**config.mk**
```make
export PLATFORM = sky130hd
export DESIGN_NAME = cecap_top
export DESIGN_NICKNAME = d
export VERILOG_FILES = /design/src/cecap_pkg.sv /design/src/cecap_top.sv /design/src/cecap_timer.sv
export SDC_FILE = /design/constraint.sdc
export NUM_CORES = 1
export LEC_CHECK = 0
export ABC_AREA = 1
export BUFFER_PORTS_ARGS = -buffer_cell sky130_fd_sc_hd__buf_2
export CAP_MARGIN = 20
export CORE_MARGIN = 4
export CORE_UTILIZATION = 40
export DETAILED_ROUTE_END_ITERATION = 6
export MAX_ROUTING_LAYER = met4
export PLACE_DENSITY = 0.66
export SLEW_MARGIN = 10
export SYNTH_ARGS = -nofsm -noshare
export SYNTH_HDL_FRONTEND = slang
export SYNTH_HIERARCHICAL = 1
export SYNTH_SLANG_ARGS = --single-unit
export TNS_END_PERCENT = 30
```
**constraint.sdc**
```tcl
create_clock -name i_sys_clk -period 1.8 [get_ports i_sys_clk]
set_input_delay 0.36 -clock i_sys_clk [delete_from_list [all_inputs] [get_ports i_sys_clk]]
set_output_delay 0.36 -clock i_sys_clk [all_outputs]
set_load 0.03 [all_outputs]
```
**src/cecap_pkg.sv**
```systemverilog
package cecap_pkg;
  // ****************************************************************
  // register map (byte addresses on the lite bus)
  // ****************************************************************
  localparam logic [3:0] OFF_FAULT = 4'h0;
  localparam logic [3:0] OFF_LASTOP = 4'h4;
  localparam logic [3:0] OFF_CSERR = 4'h8;
  localparam logic [3:0] OFF_CTRL = 4'hc;
  localparam logic [7:0] FAULT_RESET = 8'h00;
  localparam logic [3:0] LASTOP_RESET = 4'h0;
  localparam logic [7:0] CSERR_RESET = 8'h00;
  localparam logic [31:0] RDATA_ZERO = 32'h0000_0000;
  localparam logic [1:0] RESP_OKAY = 2'h0;
  localparam logic [1:0] RESP_SLVERR = 2'h2;
  // ****************************************************************
  // field positions
  // ****************************************************************
  localparam int FB_OUT_PAR = 0;
  localparam int FB_BAD_ADDR = 1;
  localparam int FB_IN_PAR = 2;
  localparam int FB_SVC_TMO = 3;
  localparam int FB_SYSBUS = 4;
  localparam int FB_CS_ACT = 6;
  localparam int FB_SENSE = 7;
  localparam int CE_LSR_WR = 5;
  localparam int CE_UNCORR = 6;
  localparam int CTRL_CLEAR = 0;
  localparam logic [3:0] LO_NO_RESP = 4'h1;
  // ****************************************************************
  // timing
  // ****************************************************************
  localparam int CLK_PERIOD_NS = 20;
  localparam int ADDR_ANSWER_NS = 10000;
  localparam int SERVICE_DROP_NS = 10000;
  localparam int ADDR_ANSWER_CYC = (ADDR_ANSWER_NS + CLK_PERIOD_NS - 1) / CLK_PERIOD_NS;
  localparam int SERVICE_DROP_CYC = (SERVICE_DROP_NS + CLK_PERIOD_NS - 1) / CLK_PERIOD_NS;
  localparam int TMR_W = 12;
  // address wait state
  typedef enum logic [1:0] {
    CECAP_AD_IDLE = 2'b01,
    CECAP_AD_WAIT = 2'b10
  } cecap_addr_st_t;
endpackage

```
**src/cecap_top.sv**
```systemverilog
// Design decisions made here: the AXI4-Lite slave port and the register addresses.
`timescale 1ns/100ps
module cecap_top (
  input wire logic i_sys_clk, // 50 MHz system clock
  input wire logic i_reset_n, // async reset, active low
  // channel side events
  input wire logic i_outbound_parity_err, // attachment parity tag
  input wire logic i_addr_sent, // device address put on bidir_data_lines
  input wire logic i_addr_answer, // attachment answered the address
  input wire logic i_inbound_parity_err, // bad parity on inbound_data_bus
  input wire logic i_service_out, // channel service request level
  input wire logic i_service_in, // attachment service acknowledge level
  input wire logic i_sysbus_parity_err, // bad system bus parity
  input wire logic i_cs_active, // cycle steal in progress
  input wire logic i_cs_grant, // cycle steal granted, id valid
  input wire logic [2:0] i_cs_id, // encoded cycle steal id
  input wire logic i_cs_no_resp, // no device responded to cycle steal
  input wire logic i_machine_check, // machine check present
  input wire logic i_proc_error, // control_processor error
  input wire logic i_proc_check, // processor check
  input wire logic i_sense_instr, // sense_level_status_instr executing
  input wire logic i_io_instr, // I/O instruction issued
  input wire logic [3:0] i_dev_addr, // device address of that instruction
  input wire logic i_poll_strobe, // level polled by sense instruction
  input wire logic [3:0] i_poll_level, // polled interrupt level
  // control storage events
  input wire logic i_ecc_corrected, // single-bit error corrected
  input wire logic [4:0] i_ecc_log, // log value of corrected error
  input wire logic i_lsr_write_viol, // forbidden local_storage_register write
  input wire logic i_cs_read, // control storage read completes
  input wire logic i_cs_parity_mode, // 1 parity mode, 0 ecc mode
  input wire logic i_cs_uncorr, // uncorrectable ecc error on read
  input wire logic i_cs_parity_err, // parity error on read
  output logic o_blast, // blast pulse clearing the channel
  output logic o_channel_check, // channel check to control_processor
  // AXI4-Lite slave
  input wire logic [3:0] i_awaddr, // write address
  input wire logic i_awvalid, // write address valid
  output logic o_awready, // write address ready
  input wire logic [31:0] i_wdata, // write data
  input wire logic [3:0] i_wstrb, // write strobes
  input wire logic i_wvalid, // write data valid
  output logic o_wready, // write data ready
  output logic [1:0] o_bresp, // write response
  output logic o_bvalid, // write response valid
  input wire logic i_bready, // write response ready
  input wire logic [3:0] i_araddr, // read address
  input wire logic i_arvalid, // read address valid
  output logic o_arready, // read address ready
  output logic [31:0] o_rdata, // read data
  output logic [1:0] o_rresp, // read response
  output logic o_rvalid, // read data valid
  input wire logic i_rready // read data ready
);
  // ****************************************************************
  // state
  // ****************************************************************
  logic [7:0] fault_r;
  logic [3:0] lastop_r;
  logic [7:0] cserr_r;
  cecap_pkg::cecap_addr_st_t addr_st_r;
  logic addr_tmo;
  logic svc_tmo;
  logic aw_held_r;
  logic w_held_r;
  logic [3:0] aw_addr_r;
  logic [31:0] w_data_r;
  logic [3:0] w_strb_r;
  logic sw_clear;
  logic chk_evt;

  // tells whether an address is one of the four registers, SLVERR for anything unmapped
  function automatic logic addr_mapped(input logic [3:0] a);
    return (a == cecap_pkg::OFF_FAULT) || (a == cecap_pkg::OFF_LASTOP) ||
           (a == cecap_pkg::OFF_CSERR) || (a == cecap_pkg::OFF_CTRL);
  endfunction

  // ****************************************************************
  // time-outs
  // ****************************************************************
  // address wait: armed by the address, ended by the answer or expiry
  always_ff @(posedge i_sys_clk or negedge i_reset_n) begin
    if (!i_reset_n) begin
      addr_st_r <= cecap_pkg::CECAP_AD_IDLE;
    end else begin
      unique case (addr_st_r)
        cecap_pkg::CECAP_AD_IDLE: begin
          if (i_addr_sent && !i_addr_answer) addr_st_r <= cecap_pkg::CECAP_AD_WAIT;
        end
        cecap_pkg::CECAP_AD_WAIT: begin
          if (i_addr_answer || addr_tmo) addr_st_r <= cecap_pkg::CECAP_AD_IDLE;
        end
        default: addr_st_r <= cecap_pkg::CECAP_AD_IDLE;
      endcase
    end
  end

  cecap_timer #(.LIMIT(cecap_pkg::ADDR_ANSWER_CYC)) u_addr_tmr (
    .i_sys_clk(i_sys_clk),
    .i_reset_n(i_reset_n),
    .i_run(addr_st_r == cecap_pkg::CECAP_AD_WAIT && !i_addr_answer),
    .o_expired(addr_tmo)
  );

  // acknowledge must drop while the request stands
  cecap_timer #(.LIMIT(cecap_pkg::SERVICE_DROP_CYC)) u_svc_tmr (
    .i_sys_clk(i_sys_clk),
    .i_reset_n(i_reset_n),
    .i_run(i_service_out && i_service_in),
    .o_expired(svc_tmo)
  );

  // ****************************************************************
  // channel fault flags
  // ****************************************************************
  assign chk_evt = i_outbound_parity_err | addr_tmo | i_inbound_parity_err | svc_tmo;

  // detection has no enable at all; set beats a software clear
  always_ff @(posedge i_sys_clk or negedge i_reset_n) begin
    if (!i_reset_n) begin
      fault_r <= cecap_pkg::FAULT_RESET;
    end else begin
      if (sw_clear) begin
        fault_r[4:0] <= 5'h00;
        fault_r[cecap_pkg::FB_SENSE] <= 1'b0;
      end
      if (i_outbound_parity_err) fault_r[cecap_pkg::FB_OUT_PAR] <= 1'b1;
      if (addr_tmo) fault_r[cecap_pkg::FB_BAD_ADDR] <= 1'b1;
      if (i_inbound_parity_err) fault_r[cecap_pkg::FB_IN_PAR] <= 1'b1;
      if (svc_tmo) fault_r[cecap_pkg::FB_SVC_TMO] <= 1'b1;
      if (i_sysbus_parity_err) fault_r[cecap_pkg::FB_SYSBUS] <= 1'b1;
      if (i_sense_instr && (i_proc_check || chk_evt)) fault_r[cecap_pkg::FB_SENSE] <= 1'b1;
      // frozen under machine check, except that a processor error in cycle steal still sets it, so software can tell what was running
      if (i_proc_error && i_cs_active) begin
        fault_r[cecap_pkg::FB_CS_ACT] <= 1'b1;
      end else if (!i_machine_check) begin
        fault_r[cecap_pkg::FB_CS_ACT] <= i_cs_active;
      end
      fault_r[5] <= 1'b0;
    end
  end

  // blast only on the conditions that clear the channel
  always_ff @(posedge i_sys_clk or negedge i_reset_n) begin
    if (!i_reset_n) begin
      o_blast <= 1'b0;
    end else begin
      o_blast <= addr_tmo | i_inbound_parity_err | svc_tmo;
    end
  end

  // combined check follows the sticky flags in bits 0 to 4, one cycle after they set
  always_ff @(posedge i_sys_clk or negedge i_reset_n) begin
    if (!i_reset_n) begin
      o_channel_check <= 1'b0;
    end else begin
      o_channel_check <= |fault_r[4:0];
    end
  end

  // ****************************************************************
  // last operation record
  // ****************************************************************
  // what is captured depends on the current mode bits 6 and 7
  always_ff @(posedge i_sys_clk or negedge i_reset_n) begin
    if (!i_reset_n) begin
      lastop_r <= cecap_pkg::LASTOP_RESET;
    end else begin
      unique case ({fault_r[cecap_pkg::FB_CS_ACT], fault_r[cecap_pkg::FB_SENSE]})
        2'b00: if (i_io_instr) lastop_r <= i_dev_addr;
        2'b01: if (i_poll_strobe) lastop_r <= i_poll_level;
        2'b10: begin
          if (i_cs_no_resp) lastop_r <= cecap_pkg::LO_NO_RESP;
          else if (i_cs_grant) lastop_r <= {i_cs_id, 1'b0};
        end
        2'b11: lastop_r <= lastop_r;
      endcase
    end
  end

  // ****************************************************************
  // control storage errors
  // ****************************************************************
  always_ff @(posedge i_sys_clk or negedge i_reset_n) begin
    if (!i_reset_n) begin
      cserr_r <= cecap_pkg::CSERR_RESET;
    end else begin
      if (sw_clear) cserr_r <= cecap_pkg::CSERR_RESET;
      if (i_ecc_corrected) cserr_r[4:0] <= i_ecc_log;
      if (i_lsr_write_viol) cserr_r[cecap_pkg::CE_LSR_WR] <= 1'b1;
      if (i_cs_read && (i_cs_parity_mode ? i_cs_parity_err : i_cs_uncorr)) begin
        cserr_r[cecap_pkg::CE_UNCORR] <= 1'b1;
      end
      cserr_r[7] <= 1'b0;
    end
  end

  // ****************************************************************
  // lite bus slave
  // ****************************************************************
  // address and data are taken in either order and held until the response
  always_ff @(posedge i_sys_clk or negedge i_reset_n) begin
    if (!i_reset_n) begin
      aw_held_r <= 1'b0;
      w_held_r <= 1'b0;
      aw_addr_r <= 4'h0;
      w_data_r <= cecap_pkg::RDATA_ZERO;
      w_strb_r <= 4'h0;
      o_bvalid <= 1'b0;
      o_bresp <= cecap_pkg::RESP_OKAY;
    end else begin
      if (o_awready && i_awvalid) begin
        aw_held_r <= 1'b1;
        aw_addr_r <= i_awaddr;
      end
      if (o_wready && i_wvalid) begin
        w_held_r <= 1'b1;
        w_data_r <= i_wdata;
        w_strb_r <= i_wstrb;
      end
      if (aw_held_r && w_held_r && !o_bvalid) begin
        o_bvalid <= 1'b1;
        o_bresp <= addr_mapped(aw_addr_r) ? cecap_pkg::RESP_OKAY : cecap_pkg::RESP_SLVERR;
        aw_held_r <= 1'b0;
        w_held_r <= 1'b0;
      end else if (o_bvalid && i_bready) begin
        o_bvalid <= 1'b0;
      end
    end
  end

  // ready drops while a word is held so no second write slips in
  always_ff @(posedge i_sys_clk or negedge i_reset_n) begin
    if (!i_reset_n) begin
      o_awready <= 1'b0;
      o_wready <= 1'b0;
    end else begin
      o_awready <= !aw_held_r && !(o_awready && i_awvalid) && !o_bvalid;
      o_wready <= !w_held_r && !(o_wready && i_wvalid) && !o_bvalid;
    end
  end

  // control write is a clear strobe; the three status registers are read-only
  assign sw_clear = aw_held_r && w_held_r && !o_bvalid && (aw_addr_r == cecap_pkg::OFF_CTRL) &&
                    w_strb_r[0] && w_data_r[cecap_pkg::CTRL_CLEAR];

  // read answers one cycle after the address is taken
  always_ff @(posedge i_sys_clk or negedge i_reset_n) begin
    if (!i_reset_n) begin
      o_arready <= 1'b0;
      o_rvalid <= 1'b0;
      o_rdata <= cecap_pkg::RDATA_ZERO;
      o_rresp <= cecap_pkg::RESP_OKAY;
    end else begin
      o_arready <= !o_rvalid && !(o_arready && i_arvalid);
      if (o_arready && i_arvalid) begin
        o_rvalid <= 1'b1;
        o_rresp <= addr_mapped(i_araddr) ? cecap_pkg::RESP_OKAY : cecap_pkg::RESP_SLVERR;
        unique case (i_araddr)
          cecap_pkg::OFF_FAULT: o_rdata <= {24'h00_0000, fault_r};
          cecap_pkg::OFF_LASTOP: o_rdata <= {28'h000_0000, lastop_r};
          cecap_pkg::OFF_CSERR: o_rdata <= {24'h00_0000, cserr_r};
          default: o_rdata <= cecap_pkg::RDATA_ZERO;
        endcase
      end else if (o_rvalid && i_rready) begin
        o_rvalid <= 1'b0;
      end
    end
  end
endmodule

```
**src/cecap_timer.sv**
```systemverilog
`timescale 1ns/100ps
module cecap_timer #(
  parameter int LIMIT = 500
) (
  input wire logic i_sys_clk, // system clock
  input wire logic i_reset_n, // async reset, active low
  input wire logic i_run, // count while high, restart when low
  output logic o_expired // one-cycle pulse when the limit is reached
);
  logic [cecap_pkg::TMR_W-1:0] cnt_r;
  localparam logic [cecap_pkg::TMR_W-1:0] LIM = cecap_pkg::TMR_W'(LIMIT);

  // counter stops at the limit so a stuck wait gives a single pulse
  always_ff @(posedge i_sys_clk or negedge i_reset_n) begin
    if (!i_reset_n) begin
      cnt_r <= '0;
      o_expired <= 1'b0;
    end else begin
      o_expired <= 1'b0;
      if (!i_run) begin
        cnt_r <= '0;
      end else if (cnt_r != LIM) begin
        cnt_r <= cnt_r + 1'b1;
        o_expired <= (cnt_r == LIM - 1'b1);
      end
    end
  end
endmodule

```
# After elaboration in Yosys (flattened, before gate mapping)
# Cells that the tools add are included.
[word_totals]
reg_bits = 97
out_inout_bits = 43
input_bits = 89
wordCells = 160
[classes]
bitwise_logic = 6
n_mux = 42
n_addsub = 2
n_eq_ne = 23
n_reduce_logical = 56
[op_table]
columns = ["operator", "n"]
rows = [
  ["$mux W12", 4],
  ["$reduce_bool A2 Y1", 13],
  ["$add A12 B1 Y12 const B", 2],
  ["$eq A12 B9 Y1 const B", 2],
  ["$mux W1", 24],
  ["$ne A12 B9 Y1 const B", 2],
  ["$pmux W8 S3", 1],
  ["$logic_and A1 B1 Y1", 21],
  ["$eq A4 B4 Y1 const B", 4],
  ["$mux W4", 4],
  ["$ne A2 B2 Y1 const B", 6],
  ["$pmux W4 S3", 1],
  ["$mux W5", 2],
  ["$eq A4 B3 Y1 const B", 2],
  ["$logic_not A1 Y1", 8],
  ["$logic_not A4 Y1", 2],
  ["$logic_or A1 B1 Y1", 8],
  ["$mux W2", 4],
  ["$mux W7", 1],
  ["$eq A2 B2 Y1 const B", 3],
  ["$or A1 B1 Y1", 5],
  ["$reduce_or A5 Y1", 1],
  ["$eq A2 B1 Y1 const B", 2],
  ["$pmux W2 S2", 1],
  ["6 further kinds", 6],
]

# Depth between registers and ports, before layout
[depth]
ltp_word = 7
ltp_mapped = 7
mapped_depth_nobuf = 7

# Modules after synthesis
# Netlist, hierarchy kept.
[by_module_without_submodules]
columns = ["mod", "seq_area_each_um2", "area_per_inst_um2", "n_inst", "cells_per_inst"]
rows = [
  ["cecap_top", 1127.3, 2253.4, 1, 272],
  ["cecap_timer", 325.3, 752.0, 2, 101],
]

# Worst setup path before layout
# No wires, ideal clock.
[synth_path]
kind = "reg2reg"
start = "register addr_st_r[0]"
end = "register u_addr_tmr/cnt_r[0] in the netlist's numbering"
t_arrival_ns = 1.171
path_slack_ns = 0.564
path_stages_with_launch = 5
path_buffers = 1
synth_period_minus_slack_ns = 1.236
required_time_ns = 1.735
setup_time_ns = 0.065
path_cell_list = "dfstp_2 -> nor3_1 -> clkbuf_8 -> nand4_1 -> nand2_1"
[synth_via]
elab_chain_cells = 3
elab_cells_between_ends = 4
classes_between = "2 x eq/ne; 1 x mux; 1 x reduce/logical"
[synth_rtl]
columns = ["item", "line_no", "source"]
rows = [
  ["start: declaration", "cecap_top.sv:61", "cecap_pkg::cecap_addr_st_t addr_st_r;"],
  ["start signal: assignment", "cecap_top.sv:84", "addr_st_r <= cecap_pkg::CECAP_AD_IDLE;"],
  ["start signal: assignment", "cecap_top.sv:88", "if (i_addr_sent && !i_addr_answer) addr_st_r <= cecap_pkg::CECAP_AD_WAIT;"],
  ["start signal: assignment", "cecap_top.sv:91", "if (i_addr_answer || addr_tmo) addr_st_r <= cecap_pkg::CECAP_AD_IDLE;"],
  ["$eq A2 B2 Y1 (*)", "cecap_top.sv:101", ".i_run(addr_st_r == cecap_pkg::CECAP_AD_WAIT && !i_addr_answer),"],
  ["$logic_and A1 B1 Y1 (*)", "cecap_top.sv:101", ""],
  ["$ne A2 B2 Y1 (no source line) or $mux W12 (tied branches)", "--", ""],
  ["end signal: assignment", "cecap_timer.sv:23", "cnt_r <= cnt_r + 1'b1;"],
  ["end: declaration", "cecap_timer.sv:10", "logic [cecap_pkg::TMR_W-1:0] cnt_r;"],
]
# Mark *: on every way between the ends. The rest lies on a longest branch, timed or not.
# A chain may end at the register's enable or synchronous reset.

# Worst setup path after layout
[layout_path]
start = "register fault_r[7]"
end = "register lastop_r[2]"
[layout_via]
elab_chain_cells = 3
elab_cells_between_ends = 10
classes_between = "6 x eq/ne; 1 x mux; 1 x bitwise; 2 x reduce/logical"
[layout_rtl]
columns = ["item", "line_no", "source"]
rows = [
  ["start: declaration", "cecap_top.sv:58", "logic [7:0] fault_r;"],
  ["start signal: assignment", "cecap_top.sv:121", "fault_r <= cecap_pkg::FAULT_RESET;"],
  ["start signal: indexed assignment", "cecap_top.sv:137", "fault_r[cecap_pkg::FB_CS_ACT] <= i_cs_active;"],
  ["$eq A2 B2 Y1 (tied with other cells)", "cecap_top.sv:169", "unique case ({fault_r[cecap_pkg::FB_CS_ACT], fault_r[cecap_pkg::FB_SENSE]})"],
  ["$ne A3 B3 Y1 (no source line) (tied with other cells)", "--", ""],
  ["$reduce_and A4 Y1 (no source line)", "--", ""],
  ["end signal: assignment", "cecap_top.sv:170", "2'b00: if (i_io_instr) lastop_r <= i_dev_addr;"],
  ["end signal: assignment", "cecap_top.sv:171", "2'b01: if (i_poll_strobe) lastop_r <= i_poll_level;"],
  ["end signal: assignment", "cecap_top.sv:173", "if (i_cs_no_resp) lastop_r <= cecap_pkg::LO_NO_RESP;"],
  ["end: declaration", "cecap_top.sv:59", "logic [3:0] lastop_r;"],
]
# Several ways; a longest one is shown, not always the timed one.

==> results.yml <==
clock_network:
  numCtsBuffers: 9
  clk_pin_slew_ps: 90
  htreeDepth: 3
  cts_tree: "done"
  clockBufferDepth: 2
  root_buffer: "clkbuf_8"
  insertion_delay_ps: 350
  cts_sinks: 71
  ctsResizeCount: 0
job:
  maxCapViolCount: 0
synth:
  synthMuxAreaShare_pct: 0
  synthAdderAreaFrac_pct: 2.66
  synth_xor_area_share_pct: 0.466
  syn_area_per_cell_um2: 7.93
  synth-compound-area-share_pct: 6.13
  synth_top_area_share_pct: 46.6
  synth_top_family_by_area: "simple AND/OR/NAND/NOR gates"
  synth_warnings: 6
  synthTopCellsByArea: "dfrtp_1 (47%), nand2_1 (14%), nand3_1 (6.3%)"
  syn_area_um2: 3760
  yosys.area.top_type: "dfrtp_1"
  synth_cells: 474
  ys_seq_elements: 71
  yosys.area_share.simple_pct: 31.3
  synth_cell_types: 27
  ys_seq_area_share_pct: 47.3
floorplanning:
  die_h_um: 105
  io_pins: 132
  die_area_um2: 11000
  die_x_um: 105
  start_util_pct: 40.9
  core_area_um2: 9200
  rows: 35
pwr:
  cellLeakagePower_nw: 2.25
  p_total_mw: 4.23
  power_density_nw_per_um2: 965
  peakVddDrop_mv: 0.397
global_route:
  use_met2_pct: 21.8
  grt_util_met3_pct: 3.34
  grt_max_degree: 22
  antenna_found_initial: 0
  grt_pass1_wl_mm: 13.0
  grt_overflow_total: 0
  grt-busiest-layer: "met2"
  grt_use_total_pct: 14.8
  grt_use_met1_pct: 19.6
  grt_pass1_vias: 2899
finish:
  layout_commonest_cell: "nand2_1"
  drive_gt1_share_pct: 21.2
  fillers: 913
  multi_input_area_um2: 1620
  layout_common_cells: "nand2_1 (141), buf_2 (71), dfrtp_1 (70), inv_1 (49), nand3_1 (47)"
  diodes: 0
  stdcell_area_um2: 4390
  finish.utilization_pct: 47.7
  instances_no_fill: 672
  final_nets: 653
  seqCellArea_um2: 1780
  syn_to_final_growth_pct: 16.7
run_status:
  status: "complete, no violations"
routing:
  drt_iter0_drc: 231
  vias: 3106
  drt-pass1-iter-count: 5
  drc: 0
  detail-route-antenna-nets: 0
  routedWlPerCell_um: 11.2
  wl_mm: 7.51
  vias_per_cell: 4.62
setup_path:
  crit_path_max_incr_delay_ps: 440
  endpoint_kind: "flip-flop"
  cp-start-kind: "flip-flop"
  critPathArrivalTime_ps: 1650
  critical-path-slowest-cell: "dfrtp_1"
  required_ps: 2050
  cp_max_fo: 5
  path_cells: "inv_1, ha_1, inv_2, a21oi_1, a21oi_1, nand2_1, nand2_1"
  critPathKind: "flip-flop to flip-flop"
sta:
  min_period_ps: 1400
  fin_tns_setup_ps: 0
  fin_crit_sh_pct: 77.9
  max_freq_mhz: 713
  finalHoldViolCount: 0
  finalWorstSetupSlack_ps: 398
  tightest_slew_ps: 502
  hold_slack_ps: 184
  finalSetupViolations: 0
  rsz0062_at_grt: "no"
  slew_viol_final: 0
  skew_ps: 10.8
  slew_headroom_pct: 66.5
placed_design:
  dp_cells: 655
  dpl_cell_area_um2: 4150
  dp_hpwl_mm: 5.78
  portBuffers: 71
  place_congestion: 0.881
  pre_cts_ws_ps: 383
hold_path:
  hp-class: "input port to flip-flop"
## power breakdown
group | switching (mW) | internal [mW] | total [mW]
Combinational | 0.593 | 0.256 | 0.849
Clock | 0.651 | 0.799 | 1.45
Sequential | 0.125 | 1.81 | 1.93
Total | 1.37 | 2.86 | 4.23
## synth_stat cells
| master | count |
|---|---|
| nand2_2 | 2 |
| a21boi_1 | 2 |
| a21o_1 | 3 |
| clkbuf_8 | 2 |
| dfstp_2 | 1 |
| clkbuf_1 | 1 |
| buf_6 | 2 |
| nor2_4 | 5 |
| xnor2_1 | 2 |
| nor2_1 | 41 |
| nand4_1 | 6 |
| or2_1 | 1 |
| nand2_1 | 141 |
| o21ai_0 | 14 |
| a21oi_1 | 20 |
| nand3_1 | 47 |
| conb_1 | 1 |
| inv_2 | 5 |
| o211ai_1 | 1 |
| nand3_2 | 6 |
| inv_1 | 49 |
| o21ai_1 | 3 |
| ha_1 | 8 |
| dfrtp_1 | 70 |
| nor2_2 | 8 |
| buf_4 | 26 |
| nor3_1 | 7 |
## metal layers
metal  up-vias  routed length (um)
met1      1417                3520
met2        70                3480
met4         0                 106
met3         8                 406
li1       1611                   -
met5         -                   0
## worst max-delay path: cells and delay by family, from the launching register on
family                     cells  cell delay, ps
DFF                            1             440
adders and majority gates      1             380
AOI/OAI and AO/OA              2             210
buffers and inverters          2             160
and+or+nand+nor                2             110
## logic make-up (layout without fill, tap and decap cells)
group	Yosys count	in the layout
AO/OA/AOI/OAI	43	43
XOR/XNOR	2	2
adder cells (fa/ha/maj)	8	8
buffers and inverters	85	147
flip-flops	71	71
other	1	26
AND/OR/NAND/NOR	264	264
## worst paths after layout
path | endpoint | slack (ps) | depth (start not counted) | from
max | lastop_r[2] | 400 | 7 | fault_r[7]
min | o_rvalid | 180 | 2 | i_rready
max reg2reg | lastop_r[2] | 400 | 7 | fault_r[7]
min reg2reg | o_arready | 450 | 1 | o_rvalid
max in group asynchronous | u_addr_tmr/cnt_r[4] | 710 | 3 | i_reset_n
min in group asynchronous | aw_addr_r[0] | 520 | 2 | i_reset_n
## cell type report
type                    instances  share of cell area [%]
multi-input cells             343                    37.0
repair buffers                 77                    9.47
flip-flops and latches         71                    40.5
well taps                     111                    3.17
inverters                      54                    4.62
clock inverters                 7                    2.40
clock buffers                   9                    2.82
## sequential cells by signal, summed over array words and instances (netlist names), 2 cells and up
register / flops
u_svc_tmr/cnt_r: 12
o_rdata: 8
fault_r: 7
cserr_r: 7
aw_addr_r: 4
lastop_r: 4
addr_st_r: 2
u_addr_tmr/cnt_r: 12
## what timing repair did
action / in CTS / in global routing
hold buffers: 1 / 0
buffers inserted: 0 / 0
hold endpoints to repair: 16 / 0
No activity file was read; power rests on OpenSTA's default activity.
